`src/logic/lin_uart_regs.vh`:
```
// register map, field positions and timing constants of the lin/uart sequencer
`ifndef LIN_UART_REGS_VH
`define LIN_UART_REGS_VH
`define A_CTRL 3'h0
`define A_STAT 3'h1
`define A_ERR 3'h2
`define A_ID 3'h3
`define A_LEN 3'h4
`define A_SEL 3'h5
`define A_DAT 3'h6
`define C_EN 3
`define C_LEG 4
`define F_RXD 0
`define F_TXD 1
`define F_IDOK 2
`define E_PAR 0
`define E_CRC 1
`define E_FRAMING_ERROR_FLAG 2
`define E_TOUT 3
`define E_OVR 4
`define E_ABT 5
`define CMD_IDLE 2'h0
`define CMD_THDR 2'h1
`define CMD_RRSP 2'h2
`define CMD_TRSP 2'h3
`define SYNC_CHAR 8'h55
`define CKS_GOOD 8'hFF
`define BREAK_FRAME 14'h2000
`define BREAK_BITS 4'hE
`define BYTE_BITS 4'hA
`define ID_CLASSIC 6'h3C
`define MAX_LEN 4'h8
`define CLK_HZ 100000000
`define BAUD_RATE 19200
`define TOUT_BITS 175
`endif

```
`src/logic/lin_uart_command_sequencer.v`:
```
// lin/uart command sequencer with register port and serial line
//
// The register offsets and strobed register access were decided locally.
`timescale 1ns/100ps
`default_nettype none
`include "lin_uart_regs.vh"
module lin_uart_command_sequencer #(
   parameter BIT_CYCLES = `CLK_HZ / `BAUD_RATE,
   parameter TOUT_CYCLES = BIT_CYCLES * `TOUT_BITS
) (
   input wire mclk,
   input wire arst_n,
   input wire [2:0] addr,
   input wire [7:0] wdata,
   input wire wr_en,
   input wire rd_en,
   output reg [7:0] rdata,
   input wire rx_pin,
   output reg tx_pin
);
   localparam Q_IDLE = 3'h0;
   localparam Q_BRK = 3'h1;
   localparam Q_SYN = 3'h2;
   localparam Q_PID = 3'h3;
   localparam Q_RRX = 3'h4;
   localparam Q_RTX = 3'h5;
   localparam Q_CKS = 3'h6;
   localparam R_IDLE = 3'h0;
   localparam R_START = 3'h1;
   localparam R_DATA = 3'h2;
   localparam R_STOP = 3'h3;
   localparam R_WAIT = 3'h4;
   localparam H_NONE = 2'h0;
   localparam H_SYNC = 2'h1;
   localparam H_PID = 2'h2;

   reg en_reg, leg_reg;
   reg [2:0] cmd_reg;
   reg rxd_reg, txd_reg, idok_reg;
   reg [5:0] err_reg;
   reg [5:0] id_reg;
   reg [3:0] rxl_reg, txl_reg;
   reg [2:0] sel_reg;
   reg [7:0] hold_reg;
   reg [7:0] buf_mem [0:7];
   reg rx_s1, rx_s2;
   reg [2:0] rx_st;
   reg [31:0] rx_cnt;
   reg [2:0] rx_bit;
   reg [7:0] rx_sh;
   reg rx_vld, rx_framing_error_flag;
   reg [13:0] tx_sh;
   reg [3:0] tx_n;
   reg [31:0] tx_cnt;
   reg tx_act;
   reg [2:0] sq;
   reg [3:0] rsp_n, rsp_len;
   reg [7:0] ck;
   reg [1:0] hp;
   reg [31:0] to_cnt;
   reg to_run;

   // protected identifier: parity bits above the six id bits
   function [7:0] pid;
      input [5:0] i;
      begin
         pid = {~(i[1] ^ i[3] ^ i[4] ^ i[5]), i[0] ^ i[1] ^ i[2] ^ i[4], i};
      end
   endfunction

   // add with carry wrap-around
   function [7:0] cks;
      input [7:0] a;
      input [7:0] b;
      reg [8:0] s;
      begin
         s = {1'b0, a} + {1'b0, b};
         cks = s[7:0] + {7'h00, s[8]};
      end
   endfunction

   function [3:0] lenlim;
      input [3:0] l;
      begin
         lenlim = (l > `MAX_LEN) ? `MAX_LEN : l;
      end
   endfunction

   // legacy length from identifier bits 5..4
   function [3:0] legl;
      input [5:0] i;
      begin
         legl = i[5] ? (i[4] ? 4'h8 : 4'h4) : 4'h2;
      end
   endfunction

   function [13:0] frame;
      input [7:0] d;
      begin
         frame = {4'hF, 1'b1, d, 1'b0};
      end
   endfunction

   wire lin = en_reg & ~cmd_reg[2];
   wire uart = en_reg & cmd_reg[2];
   wire busy = (sq != Q_IDLE) | tx_act;
   wire bit_end = (tx_cnt == BIT_CYCLES - 1);
   wire tx_end = tx_act & bit_end & (tx_n == 4'h1);
   wire [7:0] rx_byte = rx_sh;
   wire brk = rx_vld & rx_framing_error_flag & (rx_byte == 8'h00);
   wire in_rsp = (sq == Q_RRX) | (sq == Q_RTX) | (sq == Q_CKS);
   wire hdr_tx = (sq == Q_BRK) | (sq == Q_SYN) | (sq == Q_PID);
   wire classic = leg_reg | (id_reg >= `ID_CLASSIC);
   wire ctrl_wr = wr_en & (addr == `A_CTRL);

   task start_tx;
      input [13:0] sh;
      input [3:0] n;
      begin
         tx_sh <= sh;
         tx_n <= n;
         tx_cnt <= 32'h0000_0000;
         tx_act <= 1'b1;
         tx_pin <= sh[0];
      end
   endtask

   // input synchroniser
   always @(posedge mclk or negedge arst_n) begin
      if (!arst_n) begin
         rx_s1 <= 1'b1;
         rx_s2 <= 1'b1;
      end else begin
         rx_s1 <= rx_pin;
         rx_s2 <= rx_s1;
      end
   end

   // byte receiver, mid-bit sampling; a low stop bit waits for idle line
   always @(posedge mclk or negedge arst_n) begin
      if (!arst_n) begin
         rx_st <= R_IDLE;
         rx_cnt <= 32'h0000_0000;
         rx_bit <= 3'h0;
         rx_sh <= 8'h00;
         rx_vld <= 1'b0;
         rx_framing_error_flag <= 1'b0;
      end else begin
         rx_vld <= 1'b0;
         rx_cnt <= rx_cnt + 32'h0000_0001;
         if (!en_reg) begin
            rx_st <= R_IDLE;
         end else begin
            case (rx_st)
               R_IDLE: begin
                  rx_cnt <= 32'h0000_0000;
                  if (!rx_s2) begin
                     rx_st <= R_START;
                  end
               end
               R_START: begin
                  if (rx_cnt == BIT_CYCLES / 2) begin
                     rx_cnt <= 32'h0000_0000;
                     rx_bit <= 3'h0;
                     rx_st <= rx_s2 ? R_IDLE : R_DATA;
                  end
               end
               R_DATA: begin
                  if (rx_cnt == BIT_CYCLES - 1) begin
                     rx_cnt <= 32'h0000_0000;
                     rx_sh <= {rx_s2, rx_sh[7:1]};
                     rx_bit <= rx_bit + 3'h1;
                     if (rx_bit == 3'h7) begin
                        rx_st <= R_STOP;
                     end
                  end
               end
               R_STOP: begin
                  if (rx_cnt == BIT_CYCLES - 1) begin
                     rx_vld <= 1'b1;
                     rx_framing_error_flag <= ~rx_s2;
                     rx_st <= rx_s2 ? R_IDLE : R_WAIT;
                  end
               end
               R_WAIT: begin
                  if (rx_s2) begin
                     rx_st <= R_IDLE;
                  end
               end
               default: rx_st <= R_IDLE;
            endcase
         end
      end
   end

   always @(posedge mclk or negedge arst_n) begin
      if (!arst_n) begin
         en_reg <= 1'b0;
         leg_reg <= 1'b0;
         cmd_reg <= 3'h0;
         rxd_reg <= 1'b0;
         txd_reg <= 1'b0;
         idok_reg <= 1'b0;
         err_reg <= 6'h00;
         id_reg <= 6'h00;
         rxl_reg <= 4'h0;
         txl_reg <= 4'h0;
         sel_reg <= 3'h0;
         hold_reg <= 8'h00;
         rdata <= 8'h00;
         tx_pin <= 1'b1;
         tx_sh <= 14'h0000;
         tx_n <= 4'h0;
         tx_cnt <= 32'h0000_0000;
         tx_act <= 1'b0;
         sq <= Q_IDLE;
         rsp_n <= 4'h0;
         rsp_len <= 4'h0;
         ck <= 8'h00;
         hp <= H_NONE;
         to_cnt <= 32'h0000_0000;
         to_run <= 1'b0;
      end else begin
         // software reads and clears first, so hardware sets below win
         if (rd_en) begin
            case (addr)
               `A_CTRL: rdata <= {3'h0, leg_reg, en_reg, cmd_reg};
               `A_STAT: rdata <= {3'h0, busy, |err_reg, idok_reg, txd_reg, rxd_reg};
               `A_ERR: rdata <= {2'h0, err_reg};
               `A_ID: rdata <= pid(id_reg);
               `A_LEN: rdata <= uart ? 8'h00 : {txl_reg, rxl_reg};
               `A_SEL: rdata <= {5'h00, sel_reg};
               `A_DAT: begin
                  if (uart) begin
                     rdata <= hold_reg;
                     rxd_reg <= 1'b0;
                  end else begin
                     rdata <= buf_mem[sel_reg];
                     sel_reg <= sel_reg + 3'h1;
                  end
               end
               default: rdata <= 8'h00;
            endcase
         end
         if (wr_en) begin
            case (addr)
               `A_STAT: begin
                  rxd_reg <= rxd_reg & ~wdata[`F_RXD];
                  txd_reg <= txd_reg & ~wdata[`F_TXD];
                  idok_reg <= idok_reg & ~wdata[`F_IDOK];
               end
               `A_ERR: err_reg <= err_reg & ~wdata[5:0];
               `A_ID: if (!busy) id_reg <= wdata[5:0];
               `A_LEN: begin
                  if (!busy && !uart) begin
                     rxl_reg <= wdata[3:0];
                     txl_reg <= wdata[7:4];
                  end
               end
               `A_SEL: if (!uart) sel_reg <= wdata[2:0];
               `A_DAT: begin
                  if (uart) begin
                     if (cmd_reg[0] && !tx_act) begin
                        txd_reg <= 1'b0;
                        start_tx(frame(wdata), `BYTE_BITS);
                     end
                  end else if (!busy) begin
                     buf_mem[sel_reg] <= wdata;
                     sel_reg <= sel_reg + 3'h1;
                  end
               end
               default: ;
            endcase
         end

         // serial transmitter
         if (tx_act) begin
            tx_cnt <= tx_cnt + 32'h0000_0001;
            if (bit_end) begin
               tx_cnt <= 32'h0000_0000;
               tx_sh <= {1'b1, tx_sh[13:1]};
               tx_n <= tx_n - 4'h1;
               tx_pin <= (tx_n == 4'h1) ? 1'b1 : tx_sh[1];
               if (tx_n == 4'h1) begin
                  tx_act <= 1'b0;
               end
            end
         end
         if (to_run) begin
            to_cnt <= to_cnt + 32'h0000_0001;
         end

         if (uart) begin
            if (rx_vld && cmd_reg[1]) begin
               hold_reg <= rx_byte;
               rxd_reg <= 1'b1;
               if (rxd_reg) begin
                  err_reg[`E_OVR] <= 1'b1;
               end
               if (rx_framing_error_flag) begin
                  err_reg[`E_FRAMING_ERROR_FLAG] <= 1'b1;
               end
            end
            if (tx_end) begin
               txd_reg <= 1'b1;
            end
         end

         if (lin) begin
            case (sq)
               Q_IDLE: begin
                  if (!tx_act) begin
                     case (cmd_reg[1:0])
                        `CMD_THDR: begin
                           start_tx(`BREAK_FRAME, `BREAK_BITS);
                           sq <= Q_BRK;
                           to_cnt <= 32'h0000_0000;
                           to_run <= 1'b1;
                        end
                        `CMD_RRSP, `CMD_TRSP: begin
                           ck <= classic ? 8'h00 : pid(id_reg);
                           rsp_n <= 4'h0;
                           if (cmd_reg[0]) begin
                              rsp_len <= lenlim(txl_reg);
                              sq <= Q_RTX;
                           end else begin
                              rsp_len <= lenlim(rxl_reg);
                              sq <= Q_RRX;
                           end
                        end
                        default: ;
                     endcase
                  end
               end
               Q_BRK: begin
                  if (tx_end) begin
                     start_tx(frame(`SYNC_CHAR), `BYTE_BITS);
                     sq <= Q_SYN;
                  end
               end
               Q_SYN: begin
                  if (tx_end) begin
                     start_tx(frame(pid(id_reg)), `BYTE_BITS);
                     sq <= Q_PID;
                  end
               end
               Q_PID: begin
                  if (tx_end) begin
                     idok_reg <= 1'b1;
                     cmd_reg[1:0] <= `CMD_IDLE;
                     sq <= Q_IDLE;
                     if (leg_reg) begin
                        rxl_reg <= legl(id_reg);
                        txl_reg <= legl(id_reg);
                     end
                  end
               end
               Q_RTX: begin
                  if (!tx_act) begin
                     if (rsp_n == rsp_len) begin
                        start_tx(frame(~ck), `BYTE_BITS);
                        sq <= Q_CKS;
                     end else begin
                        start_tx(frame(buf_mem[rsp_n[2:0]]), `BYTE_BITS);
                        ck <= cks(ck, buf_mem[rsp_n[2:0]]);
                        rsp_n <= rsp_n + 4'h1;
                     end
                  end
               end
               Q_CKS: begin
                  if (tx_end) begin
                     txd_reg <= 1'b1;
                     cmd_reg[1:0] <= `CMD_IDLE;
                     to_run <= 1'b0;
                     sq <= Q_IDLE;
                  end
               end
               Q_RRX: begin
                  if (rx_vld && !brk && hp == H_NONE) begin
                     if (rx_framing_error_flag) begin
                        err_reg[`E_FRAMING_ERROR_FLAG] <= 1'b1;
                        cmd_reg[1:0] <= `CMD_IDLE;
                        sq <= Q_IDLE;
                     end else if (rsp_n == rsp_len) begin
                        if (cks(ck, rx_byte) != `CKS_GOOD) begin
                           err_reg[`E_CRC] <= 1'b1;
                        end else begin
                           rxd_reg <= 1'b1;
                        end
                        cmd_reg[1:0] <= `CMD_IDLE;
                        to_run <= 1'b0;
                        sq <= Q_IDLE;
                     end else begin
                        buf_mem[rsp_n[2:0]] <= rx_byte;
                        ck <= cks(ck, rx_byte);
                        rsp_n <= rsp_n + 4'h1;
                     end
                  end
               end
               default: sq <= Q_IDLE;
            endcase

            if (to_run && to_cnt == TOUT_CYCLES - 1) begin
               to_run <= 1'b0;
               if (in_rsp) begin
                  err_reg[`E_TOUT] <= 1'b1;
                  cmd_reg[1:0] <= `CMD_IDLE;
                  sq <= Q_IDLE;
                  tx_act <= 1'b0;
                  tx_pin <= 1'b1;
               end
            end

            if (rx_vld && !hdr_tx) begin
               if (brk) begin
                  hp <= H_SYNC;
                  to_cnt <= 32'h0000_0000;
                  to_run <= 1'b1;
                  if (sq == Q_RRX) begin
                     cmd_reg[1:0] <= `CMD_IDLE;
                     sq <= Q_IDLE;
                  end
               end else if (hp == H_SYNC) begin
                  hp <= (!rx_framing_error_flag && rx_byte == `SYNC_CHAR) ? H_PID : H_NONE;
               end else if (hp == H_PID) begin
                  hp <= H_NONE;
                  id_reg <= rx_byte[5:0];
                  idok_reg <= 1'b1;
                  if (rx_framing_error_flag || pid(rx_byte[5:0]) != rx_byte) begin
                     err_reg[`E_PAR] <= 1'b1;
                  end
                  if (leg_reg) begin
                     rxl_reg <= legl(rx_byte[5:0]);
                     txl_reg <= legl(rx_byte[5:0]);
                  end
               end
            end
         end

         // control write last: kill or abort overrides the engine
         if (ctrl_wr) begin
            en_reg <= wdata[`C_EN];
            leg_reg <= wdata[`C_LEG];
            cmd_reg <= wdata[2:0];
            if (!wdata[`C_EN] || wdata[2] != cmd_reg[2]) begin
               sq <= Q_IDLE;
               hp <= H_NONE;
               to_run <= 1'b0;
               tx_act <= 1'b0;
               tx_pin <= 1'b1;
            end else if (lin && sq != Q_IDLE && wdata[1:0] == `CMD_IDLE) begin
               err_reg[`E_ABT] <= 1'b1;
               sq <= Q_IDLE;
               to_run <= 1'b0;
               tx_act <= 1'b0;
               tx_pin <= 1'b1;
            end
         end
      end
   end
endmodule // lin_uart_command_sequencer
`default_nettype wire

```
`config.mk`:
```
export PLATFORM = sky130hd
export DESIGN_NAME = lin_uart_command_sequencer
export DESIGN_NICKNAME = d
export VERILOG_FILES = /design/src/logic/lin_uart_command_sequencer.v
export VERILOG_INCLUDE_DIRS = /design/src /design/src/logic
export SDC_FILE = /design/constraint.sdc
export NUM_CORES = 1
export LEC_CHECK = 0
export BUFFER_PORTS_ARGS = -buffer_cell sky130_fd_sc_hd__buf_2
export CORE_MARGIN = 10
export CORE_UTILIZATION = 61
export CTS_BUF_LIST = sky130_fd_sc_hd__clkbuf_8
export DETAILED_ROUTE_END_ITERATION = 10
export PLACE_DENSITY = 0.85
export SYNTH_ARGS = -nofsm -noshare
export SYNTH_HDL_FRONTEND = slang
export SYNTH_SLANG_ARGS = --single-unit
```
`constraint.sdc`:
```
create_clock -name mclk -period 8.2 [get_ports mclk]
set_input_delay 0.41 -clock mclk [delete_from_list [all_inputs] [get_ports mclk]]
set_output_delay 0.41 -clock mclk [all_outputs]
set_load 0.05 [all_outputs]
```
==> out/qor.txt <==
OUTCOME
---------------------------------------------------------------------------------
Run status                                                              completed

DIE
---------------------------------------------------------------------------------
Die Span X                                                                 180 um
Standard-cell rows                                                             58
Total Die Area                                                         32400 um^2
Starting Density                                                            62.0%
Area of the core                                                       25200 um^2
Boundary pin count                                                             25
Y dimension of the die                                                     180 um

WORST HOLD PATH
---------------------------------------------------------------------------------
Number of instances on the worst hold path                                      3
Launch point of the worst hold path                                      wdata[4]
Worst min path class                                                 input pin to register
Sink of the worst hold path                                          txl_reg[0]$_DFF_PN0_

FINISH
---------------------------------------------------------------------------------
Growth of design area from synthesis to finish                              8.07%
Register containing the most flip-flops in the final layout               buf_mem
Number of fill cells in the layout                                           1917
Diodes inserted                                                                 0
Non-Filler Instances                                                         1981
Net count of the finished layout                                             1664
Share of cells above drive strength 1                                       12.1%
Max FFs per register                                                           64

CLOCK NETWORK
---------------------------------------------------------------------------------
Maximum count of clock buffers along a single path                              3
CTS sink count                                                                266
Clock buffer count from CTS                                                    47
Register clock-pin slew on the reported worst setup and hold paths        0.06 ns
CTS H-Tree Depth                                                                2
Buffer type at the clock tree root                                   sky130_fd_sc_hd__clkbuf_8
Hold buffer count at CTS                                                        2
Clock insertion delay at the later pin of the skew report                 0.60 ns
Resized Gates After CTS                                                         0
Post-CTS Setup Bufs                                                             0
Clock tree from TritonCTS                                                     yes

PLACE
---------------------------------------------------------------------------------
Placed Cells incl. Taps                                                      1892
Post-DP HPWL                                                              28.2 mm
Port-buffer cells                                                              24
GP Congestion                                                               0.950

GRT
---------------------------------------------------------------------------------
Remaining global-route overflow                                                 0
Antenna violations before repair                                                0
Wire length of the first global-routing pass                              65.5 mm
Pin count of the biggest net entering global routing                           75
Via count of the first global-routing pass                                  12500
Global Route Usage Sum                                                      24.1%

YOSYS
---------------------------------------------------------------------------------
Number of nets in the synthesized netlist                                    1666
Synthesis Warnings                                                              0
Cell Area, Synth                                                       15600 um^2
Synth cell types                                                               88
Cell taking the most area after synthesis                            sky130_fd_sc_hd__dfrtp_1
Count of flip-flops with a built-in enable after synthesis                     64
Most area-consuming cells after synthesis                            sky130_fd_sc_hd__dfrtp_1 32%, sky130_fd_sc_hd__edfxtp_1 12%, sky130_fd_sc_hd__mux4_2 5.1%
Number of cells produced by synthesis                                        1616
Predominant post-synthesis flop cell                                 sky130_fd_sc_hd__dfrtp_1
Flop and latch count out of synthesis                                         266
Mean cell area of the mapped netlist                                    9.66 um^2
Post-synth top area share                                                   31.9%
Share of synthesized registers carrying an async set or reset               75.9%
Post-synthesis sequential area ratio                                        44.7%

CRITICAL PATH
---------------------------------------------------------------------------------
Max FO, Critical Path                                                          12
Crit path arrival time                                                    5.03 ns
R2r startpoint                                                       rsp_n[0]$_DFFE_PN0P_
Startpoint kind of the worst setup timing path                           register
Req. time, crit path                                                      8.61 ns
Internal reg-to-reg setup slack                                           3.58 ns
Critical path endpoint category                                          register
R2r worst-path depth                                                           16
Endpoint of the worst-slack reg-to-reg timing path                   ck[7]$_DFFE_PN0P_
Critical path class                                                  register to register

STA
---------------------------------------------------------------------------------
Number of max-slew violations in the final report                               0
Crit path time final                                                      4.62 ns
Hold violation count in the final report                                        0
Fmax achieved                                                             217 MHz
Measured slew at the worst slew-check pin                                 1.16 ns
Period utilization                                                          56.3%
Unrepaired setup endpoints after global routing                             false
Max Clock Skew                                                          0.0393 ns
Setup violators final                                                           0
Setup TNS                                                                    0 ns
Rel. slew slack                                                             22.6%

DETAILED ROUTING
---------------------------------------------------------------------------------
Detailed Routing Iterations Pass 1                                              6
Violation count after the first detailed-route iteration                     1422
# DRC                                                                           0
Post-DRT Antenna Nets                                                           0
Wirelength per Cell                                                       20.3 um
Detailed Route WL                                                         40.3 mm
Post-DR vias/cell                                                            6.51
Via count                                                                   12900

FLOW RUN
---------------------------------------------------------------------------------
Number of max-cap violations                                                    0

POWER
---------------------------------------------------------------------------------
Power per cell area                                                   289 nW/um^2
Standby leakage power                                                  0.00707 uW
VDD IR max                                                               0.220 mV

## worst max-delay path: stages, from the launching register on
cell and delay, ns:
sky130_fd_sc_hd__dfrtp_1 0.67, sky130_fd_sc_hd__buf_4 0.37, sky130_fd_sc_hd__mux4_2 0.53, sky130_fd_sc_hd__mux2_2 0.29
sky130_fd_sc_hd__ha_1 0.23, sky130_fd_sc_hd__fa_1 0.46, sky130_fd_sc_hd__a211oi_1 0.33, sky130_fd_sc_hd__o21a_1 0.19
sky130_fd_sc_hd__o21bai_1 0.09, sky130_fd_sc_hd__a21o_1 0.19, sky130_fd_sc_hd__ha_1 0.19, sky130_fd_sc_hd__and3_1 0.20
sky130_fd_sc_hd__nand3_1 0.10, sky130_fd_sc_hd__nor4_1 0.07, sky130_fd_sc_hd__xnor3_1 0.35, sky130_fd_sc_hd__nand2_1 0.07
sky130_fd_sc_hd__a41oi_1 0.10
## Yosys cell counts (4+ instances only)
cell type and count:
sky130_fd_sc_hd__a211oi_1 11, sky130_fd_sc_hd__a21o_1 11, sky130_fd_sc_hd__a21oi_1 74, sky130_fd_sc_hd__a222oi_1 4
sky130_fd_sc_hd__a22o_1 9, sky130_fd_sc_hd__a22oi_1 19, sky130_fd_sc_hd__a31oi_1 32, sky130_fd_sc_hd__and2_1 9
sky130_fd_sc_hd__and3_1 30, sky130_fd_sc_hd__and4_1 8, sky130_fd_sc_hd__buf_1 8, sky130_fd_sc_hd__buf_2 21
sky130_fd_sc_hd__clkbuf_1 56, sky130_fd_sc_hd__dfrtp_1 199, sky130_fd_sc_hd__edfxtp_1 64, sky130_fd_sc_hd__ha_1 32
sky130_fd_sc_hd__inv_1 47, sky130_fd_sc_hd__mux2_2 26, sky130_fd_sc_hd__mux2i_1 28, sky130_fd_sc_hd__mux4_2 35
sky130_fd_sc_hd__nand2_1 164, sky130_fd_sc_hd__nand2b_1 14, sky130_fd_sc_hd__nand3_1 64, sky130_fd_sc_hd__nand4_1 31
sky130_fd_sc_hd__nor2_1 183, sky130_fd_sc_hd__nor2b_1 17, sky130_fd_sc_hd__nor3_1 31, sky130_fd_sc_hd__nor3b_1 9
sky130_fd_sc_hd__nor4_1 22, sky130_fd_sc_hd__nor4b_1 5, sky130_fd_sc_hd__o211ai_1 6, sky130_fd_sc_hd__o21a_1 10
sky130_fd_sc_hd__o21ai_0 107, sky130_fd_sc_hd__o21bai_1 4, sky130_fd_sc_hd__o22ai_1 19, sky130_fd_sc_hd__o2bb2ai_1 5
sky130_fd_sc_hd__o31ai_1 7, sky130_fd_sc_hd__or2_2 7, sky130_fd_sc_hd__or3_1 18, sky130_fd_sc_hd__or4_1 6
sky130_fd_sc_hd__xnor2_1 44, sky130_fd_sc_hd__xor2_1 48
## cell families (layout without fill, tap and decap cells)
family	after synthesis	after routing	share of synthesized area [%]
muxes	89	89	8.72
buffers and inverters	136	171	3.56
xor gates and xnor gates	94	94	5.41
and+or+nand+nor	643	643	20.3
DFF	266	266	44.7
AOI/OAI and AO/OA	354	354	14.4
adders and majority gates	34	34	2.82
## where the power goes
part / switching (uW) / internal [uW]
Clock: 575 / 682
Combinational: 1050 / 724
Sequential: 310 / 1530
Total: 1940 / 2940
## stage by stage
step | total power, uW | instance area (um^2) | hold slack, ns | worst slack [ns] | util, %
after floorplan | 3090 | 15600 | 0.114 | 3.92 | -
after global placement | 3530 | 15900 | 0.347 | 3.73 | 63.0
after detailed placement | 3580 | 15900 | 0.349 | 3.64 | 63.0
after CTS | 4840 | 16900 | 0.168 | 3.59 | 66.9
after global routing | 5140 | 16900 | 0.196 | 3.25 | 67.0
final | 4870 | 16900 | 0.193 | 3.58 | 67.0
## worst max-delay path by stage
stage | startpoint | end | slack [ns] | depth (start not counted)
after floorplan | rsp_n[0]$_DFFE_PN0P_ | ck[7]$_DFFE_PN0P_ | 3.92 | 17
after global placement | rsp_n[0]$_DFFE_PN0P_ | ck[7]$_DFFE_PN0P_ | 3.73 | 16
after detailed placement | rsp_n[0]$_DFFE_PN0P_ | ck[7]$_DFFE_PN0P_ | 3.64 | 16
after CTS | rsp_n[0]$_DFFE_PN0P_ | ck[7]$_DFFE_PN0P_ | 3.59 | 16
after global routing | rsp_n[0]$_DFFE_PN0P_ | ck[7]$_DFFE_PN0P_ | 3.25 | 16
final | rsp_n[0]$_DFFE_PN0P_ | ck[7]$_DFFE_PN0P_ | 3.58 | 16
## placed cells by master, fill, tap and decap left out, drive strengths merged, types with 34 or more instances in the layout
cell    count
dfrtp     199
nor2      184
nand2     164
o21ai     107
a21oi      75
nand3      64
edfxtp     64
clkbuf     63
inv        60
xor2       49
xnor2      44
mux4       35
buf        34
## routing by layer
metal	track usage [%]	vias to the layer above	wire length (um)
li1	-	5909	-
met1	32.7	6274	16700
met2	38.1	609	18600
met3	5.32	108	3890
met4	7.18	0	1090
met5	0	-	0
## cell type report
class / instances / area (um^2) / share of cell area, %
flip-flops and latches: 266 / 6980 / 41.4
inverters: 48 / 180 / 1.07
clock buffers: 62 / 853 / 5.06
well taps: 330 / 413 / 2.45
repair buffers: 37 / 231 / 1.37
multi-input cells: 1214 / 8080 / 47.9
clock inverters: 24 / 124 / 0.735
No activity file was read; power rests on OpenSTA's default activity.
